===== src/design/bos_pkg.sv =====
// Constants for the block port output sequencer
package bos_pkg;
	localparam logic [7:0] BOS_OP_PREFIX = 8'hED;
	localparam logic [7:0] BOS_OP_REP_INC = 8'hB3;
	localparam logic [7:0] BOS_OP_SINGLE_DEC = 8'hAB;
	localparam logic [7:0] BOS_OP_REP_DEC = 8'hBB;
	localparam logic [2:0] BOS_M1_LEN = 3'h4;
	localparam logic [2:0] BOS_M2_LEN = 3'h5;
	localparam logic [2:0] BOS_M3_LEN = 3'h3;
	localparam logic [2:0] BOS_M4_LEN = 3'h4;
	localparam logic [2:0] BOS_M5_LEN = 3'h5;
	localparam logic [2:0] BOS_REFRESH_T0 = 3'h1;
	localparam logic [2:0] BOS_REFRESH_T1 = 3'h3;
	localparam logic [15:0] BOS_PC_STEP = 16'h0002;
	localparam int BOS_FLAG_Z = 6;
	localparam int BOS_FLAG_N = 1;
	localparam logic [7:0] BOS_ADR_CMD = 8'h00;
	localparam logic [7:0] BOS_ADR_PORT = 8'h04;
	localparam logic [7:0] BOS_ADR_COUNT = 8'h08;
	localparam logic [7:0] BOS_ADR_POINTER = 8'h0C;
	localparam logic [7:0] BOS_ADR_PC = 8'h10;
	localparam logic [7:0] BOS_ADR_FLAGS = 8'h14;
	localparam logic [7:0] BOS_ADR_TSTATES = 8'h18;
	localparam logic [31:0] BOS_RST_VALUE = 32'h0000_0000;
	localparam int BOS_FIFO_DEPTH = 8;
	localparam int BOS_FIFO_WIDTH = 24;
endpackage : bos_pkg


===== src/design/bos_fifo.sv =====
// Parameterised valid/ready FIFO for queued port writes
`timescale 1ns/1ps
module bos_fifo #(
	parameter int WIDTH = 24,
	parameter int DEPTH = 8
) (
	input wire logic mclk,
	input wire logic nrst,
	input wire logic in_valid,
	output logic in_ready,
	input wire logic [WIDTH-1:0] in_data,
	output logic out_valid,
	input wire logic out_ready,
	output logic [WIDTH-1:0] out_data
);
	localparam int AW = (DEPTH > 1) ? $clog2(DEPTH) : 1;
	localparam int CW = $clog2(DEPTH + 1);
	localparam logic [CW-1:0] FULL = CW'(DEPTH);
	localparam logic [AW-1:0] LAST = AW'(DEPTH - 1);

	if (DEPTH < 2 || WIDTH < 1) begin : g_check
		$error("bos_fifo needs DEPTH of at least 2 and WIDTH of at least 1");
	end

	typedef struct packed {
		logic [DEPTH-1:0][WIDTH-1:0] mem;
		logic [AW-1:0] wp;
		logic [AW-1:0] rp;
		logic [CW-1:0] cnt;
	} bos_fifo_st_t;

	bos_fifo_st_t s;
	bos_fifo_st_t next_s;
	logic push;
	logic pop;

	assign in_ready = s.cnt != FULL;
	assign out_valid = s.cnt != '0;
	assign out_data = s.mem[s.rp];
	assign push = in_valid && in_ready;
	assign pop = out_valid && out_ready;

	always_comb begin
		next_s = s;
		if (push) begin
			next_s.mem[s.wp] = in_data;
			next_s.wp = (s.wp == LAST) ? '0 : s.wp + 1'b1;
		end
		if (pop) begin
			next_s.rp = (s.rp == LAST) ? '0 : s.rp + 1'b1;
		end
		if (push && !pop) begin
			next_s.cnt = s.cnt + 1'b1;
		end else if (pop && !push) begin
			next_s.cnt = s.cnt - 1'b1;
		end
	end

	always_ff @(posedge mclk) begin
		if (!nrst) begin
			s <= '0;
		end else begin
			s <= next_s;
		end
	end

	a_fifo_order: assert property (@(posedge mclk) disable iff (!nrst)
		(push && s.cnt == '0 && !pop) |=> (out_valid && out_data == $past(in_data)))
		else $error("FIFO head differs from byte written into empty FIFO");
endmodule : bos_fifo


===== src/design/bos_seq.sv =====
// Block port output sequencer with Wishbone register access
//
// Our own choices: the Wishbone slave port and the register addresses.
`timescale 1ns/1ps
module bos_seq #(
	parameter int FIFO_DEPTH = bos_pkg::BOS_FIFO_DEPTH
) (
	input wire logic mclk,
	input wire logic nrst,
	input wire logic wb_cyc,
	input wire logic wb_stb,
	input wire logic wb_we,
	input wire logic [7:0] wb_adr,
	input wire logic [3:0] wb_sel,
	input wire logic [31:0] wb_dat_w,
	output logic [31:0] wb_dat_r,
	output logic wb_ack,
	output logic mem_rd,
	output logic [15:0] mem_addr,
	input wire logic [7:0] mem_rdata,
	input wire logic mem_ack,
	output logic io_wr,
	output logic [15:0] io_addr,
	output logic [7:0] io_data,
	input wire logic io_ready,
	input wire logic int_req,
	output logic refresh,
	output logic busy
);
	typedef enum logic [2:0] {st_idle, st_m1, st_m2, st_m3, st_m4, st_m5} bos_st_t;
	typedef enum logic [1:0] {single_output_decrement, repeat_output_increment, repeat_output_decrement} bos_mode_t;

	typedef struct packed {
		bos_st_t st;
		logic [2:0] t;
		bos_mode_t mode;
		logic prefix;
		logic illegal;
		logic intr;
		logic [7:0] port;
		logic [7:0] cnt;
		logic [15:0] memory_pointer_pair;
		logic [15:0] program_counter;
		logic [7:0] flags;
		logic [7:0] hold;
		logic got;
		logic pushed;
		logic stalled;
		logic [7:0] it_cnt;
		logic [7:0] last_t;
		logic [2:0] sync;
		logic int_lvl;
		logic refresh;
		logic ack;
		logic [31:0] rdata;
	} bos_state_t;

	bos_state_t s;
	bos_state_t next_s;
	logic fifo_in_valid;
	logic fifo_in_ready;
	logic [23:0] fifo_in_data;
	logic [23:0] fifo_out_data;
	logic adv;
	logic last_t;
	logic wb_req;
	logic cmd_wr;

	if (FIFO_DEPTH < 2) begin : g_check
		$error("bos_seq needs FIFO_DEPTH of at least 2");
	end

	function automatic logic [2:0] mlen(input bos_st_t st);
		unique case (st)
			st_m1: mlen = bos_pkg::BOS_M1_LEN;
			st_m2: mlen = bos_pkg::BOS_M2_LEN;
			st_m3: mlen = bos_pkg::BOS_M3_LEN;
			st_m4: mlen = bos_pkg::BOS_M4_LEN;
			st_m5: mlen = bos_pkg::BOS_M5_LEN;
			st_idle: mlen = 3'h1;
		endcase
	endfunction : mlen

	function automatic logic [31:0] merge(input logic [31:0] old, input logic [31:0] wr, input logic [3:0] sel);
		logic [31:0] r;
		r = old;
		for (int i = 0; i < 4; i++) begin
			if (sel[i]) begin
				r[i*8 +: 8] = wr[i*8 +: 8];
			end
		end
		return r;
	endfunction : merge

	function automatic logic [7:0] set_flags(input logic [7:0] old, input logic z);
		logic [7:0] f;
		f = old;
		f[bos_pkg::BOS_FLAG_Z] = z;
		f[bos_pkg::BOS_FLAG_N] = 1'b1;
		return f;
	endfunction : set_flags

	// Handshakes toward memory and FIFO
	assign mem_rd = s.st == st_m3 && s.t == 3'h0 && !s.got;
	assign mem_addr = s.memory_pointer_pair;
	assign fifo_in_valid = s.st == st_m4 && s.t == 3'h0 && !s.pushed;
	assign fifo_in_data = {s.cnt, s.port, s.hold};
	assign io_addr = fifo_out_data[23:8];
	assign io_data = fifo_out_data[7:0];
	assign wb_dat_r = s.rdata;
	assign wb_ack = s.ack;
	assign refresh = s.refresh;
	assign busy = s.st != st_idle;
	assign wb_req = wb_cyc && wb_stb && !s.ack;
	assign cmd_wr = wb_req && wb_we && s.st == st_idle && wb_adr == bos_pkg::BOS_ADR_CMD && wb_sel[0] && s.prefix;

	always_comb begin
		adv = 1'b1;
		if (s.st == st_m3 && s.t == 3'h0) begin
			adv = s.got || mem_ack;
		end else if (s.st == st_m4 && s.t == 3'h0) begin
			adv = s.pushed || fifo_in_ready;
		end
		last_t = s.st != st_idle && adv && s.t == mlen(s.st) - 3'h1;
	end

	always_comb begin
		next_s = s;
		next_s.refresh = 1'b0;
		// Interrupt pin: three stages, level taken when stages two and three agree
		next_s.sync = {s.sync[1:0], int_req};
		if (s.sync[1] == s.sync[2]) begin
			next_s.int_lvl = s.sync[2];
		end
		// Wishbone slave, ack one cycle after request
		next_s.ack = wb_req;
		if (wb_req && !wb_we) begin
			unique case (wb_adr)
				bos_pkg::BOS_ADR_CMD: next_s.rdata = {27'h0, s.illegal, s.intr, s.prefix, busy, 1'b0} >> 1;
				bos_pkg::BOS_ADR_PORT: next_s.rdata = {24'h0, s.port};
				bos_pkg::BOS_ADR_COUNT: next_s.rdata = {24'h0, s.cnt};
				bos_pkg::BOS_ADR_POINTER: next_s.rdata = {16'h0, s.memory_pointer_pair};
				bos_pkg::BOS_ADR_PC: next_s.rdata = {16'h0, s.program_counter};
				bos_pkg::BOS_ADR_FLAGS: next_s.rdata = {24'h0, s.flags};
				bos_pkg::BOS_ADR_TSTATES: next_s.rdata = {24'h0, s.last_t};
				default: next_s.rdata = 32'h0;
			endcase
		end
		if (wb_req && wb_we && s.st == st_idle) begin
			unique case (wb_adr)
				bos_pkg::BOS_ADR_CMD: begin
					if (wb_sel[0]) begin
						if (!s.prefix) begin
							next_s.prefix = wb_dat_w[7:0] == bos_pkg::BOS_OP_PREFIX;
							next_s.illegal = wb_dat_w[7:0] != bos_pkg::BOS_OP_PREFIX;
						end else begin
							next_s.prefix = 1'b0;
							next_s.illegal = 1'b0;
							next_s.intr = 1'b0;
							next_s.st = st_m1;
							next_s.t = 3'h0;
							next_s.it_cnt = 8'h0;
							next_s.stalled = 1'b0;
							next_s.got = 1'b0;
							next_s.pushed = 1'b0;
							unique case (wb_dat_w[7:0])
								bos_pkg::BOS_OP_REP_INC: next_s.mode = repeat_output_increment;
								bos_pkg::BOS_OP_SINGLE_DEC: next_s.mode = single_output_decrement;
								bos_pkg::BOS_OP_REP_DEC: next_s.mode = repeat_output_decrement;
								default: begin
									next_s.st = st_idle;
									next_s.illegal = 1'b1;
								end
							endcase
						end
					end
				end
				bos_pkg::BOS_ADR_PORT: next_s.port = 8'(merge({24'h0, s.port}, wb_dat_w, wb_sel));
				bos_pkg::BOS_ADR_COUNT: next_s.cnt = 8'(merge({24'h0, s.cnt}, wb_dat_w, wb_sel));
				bos_pkg::BOS_ADR_POINTER: next_s.memory_pointer_pair =
					16'(merge({16'h0, s.memory_pointer_pair}, wb_dat_w, wb_sel));
				bos_pkg::BOS_ADR_PC: next_s.program_counter =
					16'(merge({16'h0, s.program_counter}, wb_dat_w, wb_sel));
				bos_pkg::BOS_ADR_FLAGS: next_s.flags = 8'(merge({24'h0, s.flags}, wb_dat_w, wb_sel));
				default: ;
			endcase
		end
		// Sequencer
		if (s.st != st_idle) begin
			next_s.it_cnt = s.it_cnt + 8'h1;
			if (!adv) begin
				next_s.stalled = 1'b1;
			end else begin
				next_s.t = last_t ? 3'h0 : s.t + 3'h1;
			end
			if (mem_rd && mem_ack) begin
				next_s.got = 1'b1;
				next_s.hold = mem_rdata;
			end
			if (fifo_in_valid && fifo_in_ready) begin
				next_s.pushed = 1'b1;
			end
			if (s.st == st_m5 && (s.t == bos_pkg::BOS_REFRESH_T0 || s.t == bos_pkg::BOS_REFRESH_T1)) begin
				next_s.refresh = 1'b1;
			end
			if (last_t) begin
				unique case (s.st)
					st_m1: next_s.st = st_m2;
					st_m2: next_s.st = st_m3;
					st_m3: begin
						next_s.st = st_m4;
						next_s.cnt = s.cnt - 8'h1;
					end
					st_m4: begin
						if (s.mode == repeat_output_increment) begin
							next_s.memory_pointer_pair = s.memory_pointer_pair + 16'h1;
						end else begin
							next_s.memory_pointer_pair = s.memory_pointer_pair - 16'h1;
						end
						if (s.mode == single_output_decrement) begin
							next_s.st = st_idle;
							next_s.flags = set_flags(s.flags, s.cnt == 8'h0);
							next_s.last_t = s.it_cnt + 8'h1;
						end else if (s.cnt == 8'h0) begin
							next_s.st = st_idle;
							next_s.flags = set_flags(s.flags, 1'b1);
							next_s.last_t = s.it_cnt + 8'h1;
						end else begin
							next_s.st = st_m5;
						end
					end
					st_m5: begin
						next_s.program_counter = s.program_counter - bos_pkg::BOS_PC_STEP;
						next_s.last_t = s.it_cnt + 8'h1;
						next_s.it_cnt = 8'h0;
						next_s.stalled = 1'b0;
						next_s.got = 1'b0;
						next_s.pushed = 1'b0;
						if (s.int_lvl) begin
							next_s.st = st_idle;
							next_s.intr = 1'b1;
						end else begin
							next_s.st = st_m1;
						end
					end
					st_idle: next_s.st = st_idle;
				endcase
			end
		end
	end

	always_ff @(posedge mclk) begin
		if (!nrst) begin
			s <= bos_state_t'(bos_pkg::BOS_RST_VALUE);
		end else begin
			s <= next_s;
		end
	end

	bos_fifo #(
		.WIDTH(bos_pkg::BOS_FIFO_WIDTH),
		.DEPTH(FIFO_DEPTH)
	) u_fifo (
		.mclk(mclk),
		.nrst(nrst),
		.in_valid(fifo_in_valid),
		.in_ready(fifo_in_ready),
		.in_data(fifo_in_data),
		.out_valid(io_wr),
		.out_ready(io_ready),
		.out_data(fifo_out_data)
	);

	a_iter_length: assert property (@(posedge mclk) disable iff (!nrst)
		(s.st == st_m5 && last_t && !s.stalled) |-> s.it_cnt == 8'h14)
		else $error("Continuing iteration did not take 21 states");
	a_final_length: assert property (@(posedge mclk) disable iff (!nrst)
		(s.st == st_m4 && last_t && !s.stalled && (s.mode == single_output_decrement || s.cnt == 8'h0))
		|-> s.it_cnt == 8'h0F)
		else $error("Final or single transfer did not take 16 states");
	a_port_address: assert property (@(posedge mclk) disable iff (!nrst)
		(s.st == st_m3 && last_t) |=> ##[0:300] (fifo_in_valid && fifo_in_data[23:8] == {$past(s.cnt) - 8'h1, s.port}))
		else $error("Port write address not decremented counter and port select");
	a_ptr_step: assert property (@(posedge mclk) disable iff (!nrst)
		(s.st == st_m4 && last_t) |=> s.memory_pointer_pair ==
		(($past(s.mode) == repeat_output_increment) ? $past(s.memory_pointer_pair) + 16'h1
		: $past(s.memory_pointer_pair) - 16'h1))
		else $error("Pointer pair did not step in the selected direction");
	a_pc_back: assert property (@(posedge mclk) disable iff (!nrst)
		(s.st == st_m5 && last_t) |=> s.program_counter == $past(s.program_counter) - 16'h2)
		else $error("Program counter not reduced by two on repeat");
	a_refresh_two: assert property (@(posedge mclk) disable iff (!nrst)
		(s.st == st_m5 && s.t == 3'h0) |-> ##2 refresh ##1 !refresh ##1 refresh ##1 !refresh)
		else $error("Two refresh pulses not seen after transfer");
	a_single_flags: assert property (@(posedge mclk) disable iff (!nrst)
		(s.st == st_m4 && last_t && s.mode == single_output_decrement) |=>
		(s.flags[bos_pkg::BOS_FLAG_Z] == ($past(s.cnt) == 8'h0) && s.flags[bos_pkg::BOS_FLAG_N]
		&& s.flags[0] == $past(s.flags[0]) && !busy))
		else $error("Single transfer flags wrong");
	a_repeat_end: assert property (@(posedge mclk) disable iff (!nrst)
		(s.st == st_m4 && last_t && s.mode != single_output_decrement && s.cnt == 8'h0) |=>
		(s.flags[bos_pkg::BOS_FLAG_Z] && s.flags[bos_pkg::BOS_FLAG_N] && !busy))
		else $error("Repeat completion flags wrong");
	a_mem_hold: assert property (@(posedge mclk) disable iff (!nrst)
		(mem_rd && mem_ack) |=> (s.hold == $past(mem_rdata) && !mem_rd))
		else $error("Fetched byte not held");
	a_prefix_need: assert property (@(posedge mclk) disable iff (!nrst)
		(s.st == st_idle && !s.prefix) |=> s.st == st_idle)
		else $error("Execution began without prefix byte");
	a_op_inc: assert property (@(posedge mclk) disable iff (!nrst)
		(cmd_wr && wb_dat_w[7:0] == bos_pkg::BOS_OP_REP_INC)
		|=> (s.st == st_m1 && s.mode == repeat_output_increment))
		else $error("Second byte for incrementing repeat not decoded");
	a_op_single: assert property (@(posedge mclk) disable iff (!nrst)
		(cmd_wr && wb_dat_w[7:0] == bos_pkg::BOS_OP_SINGLE_DEC)
		|=> (s.st == st_m1 && s.mode == single_output_decrement))
		else $error("Second byte for single transfer not decoded");
	a_op_dec: assert property (@(posedge mclk) disable iff (!nrst)
		(cmd_wr && wb_dat_w[7:0] == bos_pkg::BOS_OP_REP_DEC)
		|=> (s.st == st_m1 && s.mode == repeat_output_decrement))
		else $error("Second byte for decrementing repeat not decoded");
	a_count_step: assert property (@(posedge mclk) disable iff (!nrst)
		(s.st == st_m3 && last_t) |=> s.cnt == $past(s.cnt) - 8'h1)
		else $error("Byte counter did not step down by one");
	a_io_hold: assert property (@(posedge mclk) disable iff (!nrst)
		(io_wr && !io_ready) |=> (io_wr && $stable(io_addr) && $stable(io_data)))
		else $error("Port write word changed before it was taken");
	a_mem_wait: assert property (@(posedge mclk) disable iff (!nrst)
		(mem_rd && !mem_ack) |=> (mem_rd && $stable(mem_addr)))
		else $error("Memory read dropped before it was answered");
	a_single_end: assert property (@(posedge mclk) disable iff (!nrst)
		(s.st == st_m4 && last_t && s.mode == single_output_decrement)
		|=> (s.st == st_idle && s.program_counter == $past(s.program_counter)))
		else $error("Single transfer repeated or moved the program counter");
	a_repeat_go: assert property (@(posedge mclk) disable iff (!nrst)
		(s.st == st_m4 && last_t && s.mode != single_output_decrement && s.cnt != 8'h0) |=> s.st == st_m5)
		else $error("Repeat with nonzero counter did not continue");
	a_repeat_carry: assert property (@(posedge mclk) disable iff (!nrst)
		(s.st == st_m4 && last_t && s.mode != single_output_decrement && s.cnt == 8'h0)
		|=> s.flags[0] == $past(s.flags[0]))
		else $error("Carry changed at repeat completion");
	a_refresh_only: assert property (@(posedge mclk) disable iff (!nrst)
		refresh |-> (s.st == st_m5 && s.mode != single_output_decrement))
		else $error("Refresh pulse outside a continuing repeat");
	a_int_stop: assert property (@(posedge mclk) disable iff (!nrst)
		(s.st == st_m5 && last_t && s.int_lvl) |=> (!busy && s.intr))
		else $error("Pending interrupt not accepted after transfer");
	a_ack_once: assert property (@(posedge mclk) disable iff (!nrst)
		wb_ack |=> !wb_ack)
		else $error("Bus acknowledge held longer than one cycle");
	a_busy_refuse: assert property (@(posedge mclk) disable iff (!nrst)
		(wb_req && wb_we && busy && wb_adr == bos_pkg::BOS_ADR_PORT) |=> s.port == $past(s.port))
		else $error("Port select written while an instruction ran");
endmodule : bos_seq


===== config.mk =====
export PLATFORM = sky130hd
export DESIGN_NAME = bos_seq
export DESIGN_NICKNAME = d
export VERILOG_FILES = /design/src/design/bos_pkg.sv /design/src/design/bos_fifo.sv /design/src/design/bos_seq.sv
export SDC_FILE = /design/constraint.sdc
export NUM_CORES = 1
export LEC_CHECK = 0
export ABC_AREA = 1
export CORE_MARGIN = 1.5
export CORE_UTILIZATION = 35
export DETAILED_ROUTE_END_ITERATION = 7
export DONT_BUFFER_PORTS = 1
export GPL_TIMING_DRIVEN = 0
export PLACE_DENSITY_LB_ADDON = 0.08
export REMOVE_ABC_BUFFERS = 1
export SLEW_MARGIN = 25
export SYNTH_ARGS = -nofsm -noshare
export SYNTH_HDL_FRONTEND = slang
export SYNTH_SLANG_ARGS = --single-unit

===== constraint.sdc =====
create_clock -name mclk -period 3.56 [get_ports mclk]
set_clock_uncertainty 0.15 [all_clocks]
set_input_delay 0.534 -clock mclk [delete_from_list [all_inputs] [get_ports mclk]]
set_output_delay 0.534 -clock mclk [all_outputs]
set_load 0.005 [all_outputs]

# Word level (Yosys, flattened, before mapping)
# Index checks and enable logic that the tools add are counted.
# totals
wordCells	195
register_bits	334
input_bits	60
out_inout_bits	77
# op_classes
n_eq_ne	27
n_mux	68
n_lt_le_gt_ge	3
n_reduce_logical	52
n_addsub	11
# op_table
operator	n
192-bit bitwise mux	1
8-bit two-way mux	17
16-bit case mux with 7 select lines	1
16-bit two-way mux	5
11-bit two-way mux	7
75-bit two-way mux	1
24-bit binary-select mux with 3-bit select	1
24-bit demux with 3-bit select	1
67-bit two-way mux	1
24-bit two-way mux	2
48-bit two-way mux	1
8-bit equality test, second input constant	4
8-bit by 5-bit equality test with 1-bit output, second input constant	3
3-bit two-way mux	7
19-bit two-way mux	1
1-bit logical AND	18
3-bit case mux with 6 select lines	1
16-bit by 1-bit adder with 16-bit output, second input constant	1
8-bit by 4-bit equality test with 1-bit output, second input constant	2
8-bit logical NOT	2
8-bit case mux with 2 select lines	1
16-bit by 1-bit subtractor with 16-bit output, second input constant	1
16-bit by 2-bit subtractor with 16-bit output, second input constant	1
1-bit two-way mux	13
other kinds (37)	68

# Depth between registers and ports, before layout
# Gate-level depths: netlist of run 1.
# logic_depth
ltp_word	12
ltp_mapped	21
depth_no_buf	19

# Hierarchy
# From an unflattened synthesis of run 1, not the netlist that was laid out.
# unflattened
hier_cells	3139
hier_area_um2	18844.3
# by_module_without_submodules
module	area_per_inst_um2	seq_area_each_um2	cells_per_inst	instances
bos_fifo	11064.4	4043.9	1857	1
bos_seq	7780.0	2302.2	1282	1

# Worst setup path after synthesis of run 1
# OpenSTA, ideal clock, no wires.
# synth_timing
path_type	reg-to-reg
from	register s[126] in the netlist's numbering
to	register u_fifo.s[3] in the netlist's numbering
t_required_ps	3297
setup_time_ps	113
arrival_ps	2563
synth_period_minus_slack_ps	2825
stages_incl_launch_ff	21
setup_slack_ps	735
path_buffers	2
cell_sequence	dfxtp_1 -> inv_1 -> ha_1 -> nand2_1 -> nor2_1 -> nand2_4 -> inv_2 -> nand2_8 -> inv_6 -> buf_6 -> buf_6 -> ha_1 -> inv_1 -> ha_1 -> nand2_1 -> nand2_1 -> a21oi_1 -> o21ai_0 -> a21o_1 -> nor2_1 -> nor2_1
# synth_via
elab_chain_cells	7
elab_cells_between_ends	9
classes_between	mux (1); reduce/logical (8)
# synth_rtl
item	line	text
start: declaration	bos_seq.sv:58	bos_state_t s;
start signal: assignment	bos_seq.sv:254	s <= bos_state_t'(bos_pkg::BOS_RST_VALUE);
start signal: assignment	bos_seq.sv:256	s <= next_s;
3-bit logical NOT (*)	bos_seq.sv:106	assign fifo_in_valid = s.st == st_m4 && s.t == 3'h0 && !s.pushed;
1-bit logical AND (*) (2 in series)	bos_seq.sv:106	
1-bit logical AND (*)	bos_fifo.sv:40	assign push = in_valid && in_ready;
net u_fifo.push	bos_fifo.sv:34	logic push;
1-bit logical NOT	bos_fifo.sv:54	end else if (pop && !push) begin
1-bit logical AND	bos_fifo.sv:54	
2-bit nonzero test (no line)	-	
end signal: assignment	bos_fifo.sv:63	s <= next_s;
end: declaration	bos_fifo.sv:32	bos_fifo_st_t s;
# Mark *: on every way through the listed nets, which the timed path passes. The rest lies on a longest branch.
# A chain may end at the register's enable or synchronous reset.

# Worst setup path after layout of run 1
# layout_timing
from	register u_fifo.s[4] in the netlist's numbering
to	output port io_addr[14]
# layout_via
elab_chain_cells	2
# layout_rtl
item	line	text
24-bit binary-select mux with 3-bit select	bos_fifo.sv:39	assign out_data = s.mem[s.rp];
24-bit two-way mux (implied by the code)	bos_fifo.sv:39	
end: declaration	bos_seq.sv:23	output logic [15:0] io_addr,
# Every way passes these cells. The select of a mux whose other input is x is not followed.

==> results.json, run 1 <==
{
  "cpPeakStageDelay_ps": 620,
  "final_util_pct": 38.75,
  "dr_wl_met2_um": 26320,
  "synthArstFlopShare_pct": 0,
  "rsz0062_at_grt": "no",
  "ant_nets": 0,
  "wl_um": 56250,
  "vias": 15640,
  "dieArea_mm2": 0.04932,
  "cellPowerDensity_mw_per_mm2": 521.8,
  "overflow": 0,
  "ys_warn_count": 0,
  "wl_met3_um": 3024,
  "viasPerCell": 5.174,
  "setup_ws_ps": 331.1,
  "setup_viol": 0,
  "critPathKind": "reg -> out",
  "layout_common_cells": "nand2_1 (534), a21oi_1 (332), dfxtp_1 (315)",
  "synth_ff_type": "dfxtp_1",
  "drtIter0Drc": 1353,
  "routabilityCongestion": 0.8515,
  "top_layer": "met4",
  "syn_inst": 2493,
  "grt_pass1_vias": 14440,
  "drive_above_1_share_pct": 6.107,
  "critPathArrivalTime_ps": 2540,
  "syn_to_final_growth_pct": 9.683,
  "ios": 137,
  "fmax_ghz": 0.3097,
  "cap_violations": 0,
  "tns_ps": 0,
  "cts_buffers": 40,
  "ys_seq_elements": 317,
  "ir_drop_v": 0.0003336,
  "dp.cells": 2930,
  "period_share_pct": 90.70,
  "p_total_mw": 9.615,
  "synth_edf_count": 0,
  "synth_cell_types": 50,
  "grt_usage_pct": 22.26,
  "finalNonFillerCells": 3022,
  "antenna_found_initial": 2,
  "post-place-ws_ps": -75.00,
  "endpoint_kind": "output port",
  "start_kind": "flop",
  "insertion_delay_ps": 560,
  "core-area_mm2": 0.04755,
  "remaining_drc_errors": 0,
  "slew_violations": 0,
  "final_common_cell": "nand2_1",
  "die_x_um": 222.1,
  "port_buffers": 0,
  "critical_path.max_fanout": 70,
  "place_area_mm2": 0.01685,
  "start_util_pct": 35.33,
  "htree_levels": 2,
  "clock_sinks": 317,
  "status": "complete, no violations",
  "finalHoldWorstSlack_ps": 45.83,
  "cp.required_ps": 2880,
  "wl_met1_um": 25750,
  "path_cells": "clkinv_4 -> buf_16 -> a21oi_1 -> o21ai_0 -> a31oi_1",
  "tightest_slew_ps": 994.3,
  "slew_headroom_pct": 33.71,
  "hpwlAfterDp_um": 34140,
  "grt_first_pass_wirelength_um": 86170,
  "row_count": 80,
  "routedWlPerCell_um": 18.61,
  "antenna_cells": 0,
  "clkSlewWorstSetupHoldPaths_ps": 60,
  "ys_seq_area_share_pct": 37.78,
  "finalCriticalPeriod_ps": 3229,
  "nNetsFinal": 2469,
  "cts-root-buf": "clkbuf_16",
  "cpMaxStageDelayCell": "dfxtp_4",
  "die_h_um": 222.1,
  "cts_buffer_depth": 3,
  "grt_max_degree": 154,
  "hp-class": "in -> reg",
  "cts_tree": "yes",
  "syn_avg_cell_area_um2": 6.738,
  "hold_viol": 0,
  "first_pass_iters": 5,
  "netlist_area_mm2": 0.01680,
  "post-route-cell-area_mm2": 0.01843,
  "p_leak_nw": 7.013
}
[logic make-up (layout without fill, tap and decap cells)]
family,after synthesis,after routing,synth area share [%]
buffers and inverters,421,320,11.78
adders and majority gates,32,32,2.473
DFF,317,317,37.78
xor gates and xnor gates,30,30,1.564
other,1,16,0.02232
AOI/OAI and AO/OA,598,598,18.52
and+or+nand+nor,1094,1094,27.86
[report_power, final]
part	total, mW	internal, mW	leakage [nW]	switching, mW
logic	1.83	0.578	3.80	1.25
clock network	4.07	2.44	0.657	1.63
registers	3.71	3.60	2.56	0.113
[flip-flops by register name, indices dropped and copies added (netlist names)]
name and count:
wb_ack 1, refresh 1, wb_dat_r 16, next_s 2, mem_addr 16, u_fifo.s 202
fifo_in_data 24, s 55
[timing repair]
action / in CTS / in global routing
resized for setup: 1 / 3
buffers inserted: 0 / 1
endpoints found under the setup margin: 1 / 4
hold endpoints to repair: 66 / 0
hold buffers: 19 / 0
[layer usage]
metal,GRT usage (%),vias to the layer above
met5,0,-
met1,29.97,7304
met2,36.79,384
li1,-,7883
met4,5.811,0
met3,3.711,65
[critical path: cells and delay by family, from the launching register on]
| kind | cells | cell delay [ps] |
|---|---|---|
| flops | 1 | 620 |
| buf+inv | 2 | 650 |
| compound gates | 3 | 680 |
[synth_stat cells, drive strengths merged, types with 28 or more instances]
master | instances | area (um^2)
o22ai | 28 | 175.2
nand2 | 547 | 2100
nand3 | 235 | 1214
nor2 | 283 | 1146
buf | 104 | 779.5
inv | 208 | 790.8
o21ai | 193 | 969.7
clkbuf | 107 | 401.6
a21oi | 333 | 1670
dfxtp | 317 | 6346
a31oi | 30 | 187.7
ha | 30 | 375.4
[cell type report]
cell class	count	area, um^2
clock buffers	64	1272
clock inverters	8	50.05
fillers	5068	29120
inverters	210	834.6
multi-input cells	1770	8608
flip-flops and latches	317	6354
well taps	615	769.5
repair buffers	38	536.8
[path summary, 6_finish.rpt]
path | startpoint | end | slack, ps | depth (start not counted)
worst max-delay path | u_fifo.s[4] | io_addr[14] | 330 | 5
worst min-delay path | wb_dat_w[0] | s[65] | 50 | 2
worst min register to register | next_s[36] | next_s[37] | 270 | 2
worst max register to register | s[126] | u_fifo.s[3] | 480 | 19
Power figures use the tool's default switching activity.
==> run 2, diff against run 1 <==
Clock period 3.56 ns to 2.6 ns, I/O delays scaled along.
==> results.json, run 2 (same netlist as run 1, synthesis figures left out) <==
{
  "ir_drop_v": 0.0004409,
  "holdBufCountCts": 29,
  "port_buffers": 0,
  "critical_path.max_fanout": 32,
  "vias": 15940,
  "hold_viol": 68,
  "globalRouteMet2Util_pct": 39.26,
  "path_cells": "inv_4 -> ha_4 -> nand2_2 -> nor2_4 -> nand2_4 -> inv_2 -> nand2_8 -> inv_16 -> buf_4 -> nand4_4 -> buf_12 -> o21ai_0 -> a21oi_1",
  "dieArea_mm2": 0.04932,
  "regArea_mm2": 0.006361,
  "cpMaxStageDelayCell": "dfxtp_4",
  "rsz0062_at_grt": "yes",
  "grt_pass1_vias": 14880,
  "cp.required_ps": 2880,
  "cts-root-buf": "clkbuf_16",
  "finalHoldWorstSlack_ps": -198.6,
  "ios": 137,
  "clock_sinks": 317,
  "p_total_mw": 13.56,
  "endpoint_kind": "flop",
  "die_x_um": 222.1,
  "setup_viol": 0,
  "status": "finished with violations",
  "core-area_mm2": 0.04755,
  "power.switching_mw": 4.270,
  "row_count": 80,
  "met3_usage_pct": 4.055,
  "cap_violations": 0,
  "die_h_um": 222.1,
  "nFillCells": 5032,
  "tns_ps": 0,
  "grt_first_pass_wirelength_um": 89510,
  "start_util_pct": 35.33,
  "p_leak_nw": 7.283,
  "comb_power_share_pct": 21.6,
  "violations": "hold timing",
  "wl_um": 59110,
  "syn_to_final_growth_pct": 13.08,
  "critPathTopFamily": "buffers and inverters",
  "antenna_found_initial": 0,
  "layout_common_cells": "nand2_1 (531), a21oi_1 (331), dfxtp_1 (311)",
  "p_seq_share_pct": 37.2,
  "overflow": 0,
  "routedWlPerCell_um": 19.32,
  "grt-busiest-layer": "met2",
  "multi_input_area_mm2": 0.008790,
  "tightest_slew_ps": 976.9,
  "viasPerCell": 5.211,
  "drtIter0Drc": 1401,
  "nNetsFinal": 2506,
  "htree_levels": 2,
  "largest_reg_flops": 202,
  "critPathKind": "reg -> reg",
  "grt_usage_pct": 23.24,
  "met1_usage_pct": 30.23,
  "cpPeakStageDelay_ps": 370,
  "post-route-cell-area_mm2": 0.01900,
  "place_area_mm2": 0.01685,
  "grt_max_degree": 119,
  "finalCriticalPeriod_ps": 2497,
  "start_kind": "flop",
  "switching_share_pct": 31.49,
  "first_pass_iters": 7,
  "slew_headroom_pct": 34.63,
  "insertion_delay_ps": 560,
  "cellPowerDensity_mw_per_mm2": 713.7,
  "drive_above_1_share_pct": 7.897,
  "clkSlewWorstSetupHoldPaths_ps": 60,
  "antenna_cells": 0,
  "routabilityCongestion": 0.8515,
  "remaining_drc_errors": 0,
  "top_register": "u_fifo.s",
  "slew_violations": 0,
  "period_share_pct": 96.03,
  "intPower_mw": 9.288,
  "cts_buffers": 40,
  "final_common_cell": "nand2_1",
  "hpwlAfterDp_um": 34140,
  "cts_buffer_depth": 3,
  "fmax_ghz": 0.4005,
  "critPathArrivalTime_ps": 2780,
  "path_buf_inv": 5,
  "hp-class": "in -> reg",
  "ant_nets": 0,
  "pwr-share-clk_pct": 41.1,
  "cts_tree": "yes"
}
## run 2: power groups by stage
stage / sequential [mW] / clock (mW) / combinational (mW)
6_report: 5.05 / 5.58 / 2.94
5_1_grt: 5.05 / 5.91 / 3.21
4_1_cts: 5.04 / 5.72 / 2.90
3_5_place_dp: 5.22 / 0 / 2.42
3_3_place_gp: 5.38 / 0 / 2.23
2_1_floorplan: 5.20 / 0 / 1.52
## run 2: timing repair
| action | in CTS | in global routing |
|---|---|---|
| hold endpoints to repair | 133 | 108 |
| setup buffers | 10 | 7 |
| setup endpoints to repair | 248 | 189 |
| pin swaps | 3 | 7 |
| gates cloned | 9 | 2 |
| resized for setup | 28 | 21 |
## run 2: area by class of cell
type / instances / share of cell area [%]
multi-input cells: 1774 / 46.27
clock inverters: 8 / 0.2635
repair inverters: 5 / 0.2701
repair buffers: 66 / 4.505
flip-flops and latches: 317 / 33.49
inverters: 210 / 4.453
clock buffers: 64 / 6.699
well taps: 615 / 4.051
## run 2: final timing paths
path | from | to | slack (ps) | depth (start not counted)
min | nrst | mem_addr[9] | -200 | 2
min reg2reg | s[73] | s[73] | 300 | 2
max | s[126] | u_fifo.s[63] | 100 | 13
max reg2reg | s[126] | u_fifo.s[63] | 100 | 13
## run 2: routing by layer
metal / share of wire (%) / routed length (um) / up-vias
met2: 47 / 27980 / 401
met3: 5.3 / 3119 / 74
met1: 45 / 26740 / 7497
met4: 2.2 / 1275 / 0
met5: 0 / 0 / -
li1: - / - / 7968
## run 2: metrics by stage
stage	setup WS, ps	instances	utilization, %	hold WS [ps]
finish	103.3	3059	39.95	-198.6
detailed placement	-982.7	2930	35.44	257.8
CTS	-34.53	3050	39.54	-221.8
global placement	-6031	2912	34.58	245.7
floorplan	-2249	2297	-	240.0
global route	-84.88	3059	39.95	-211.5
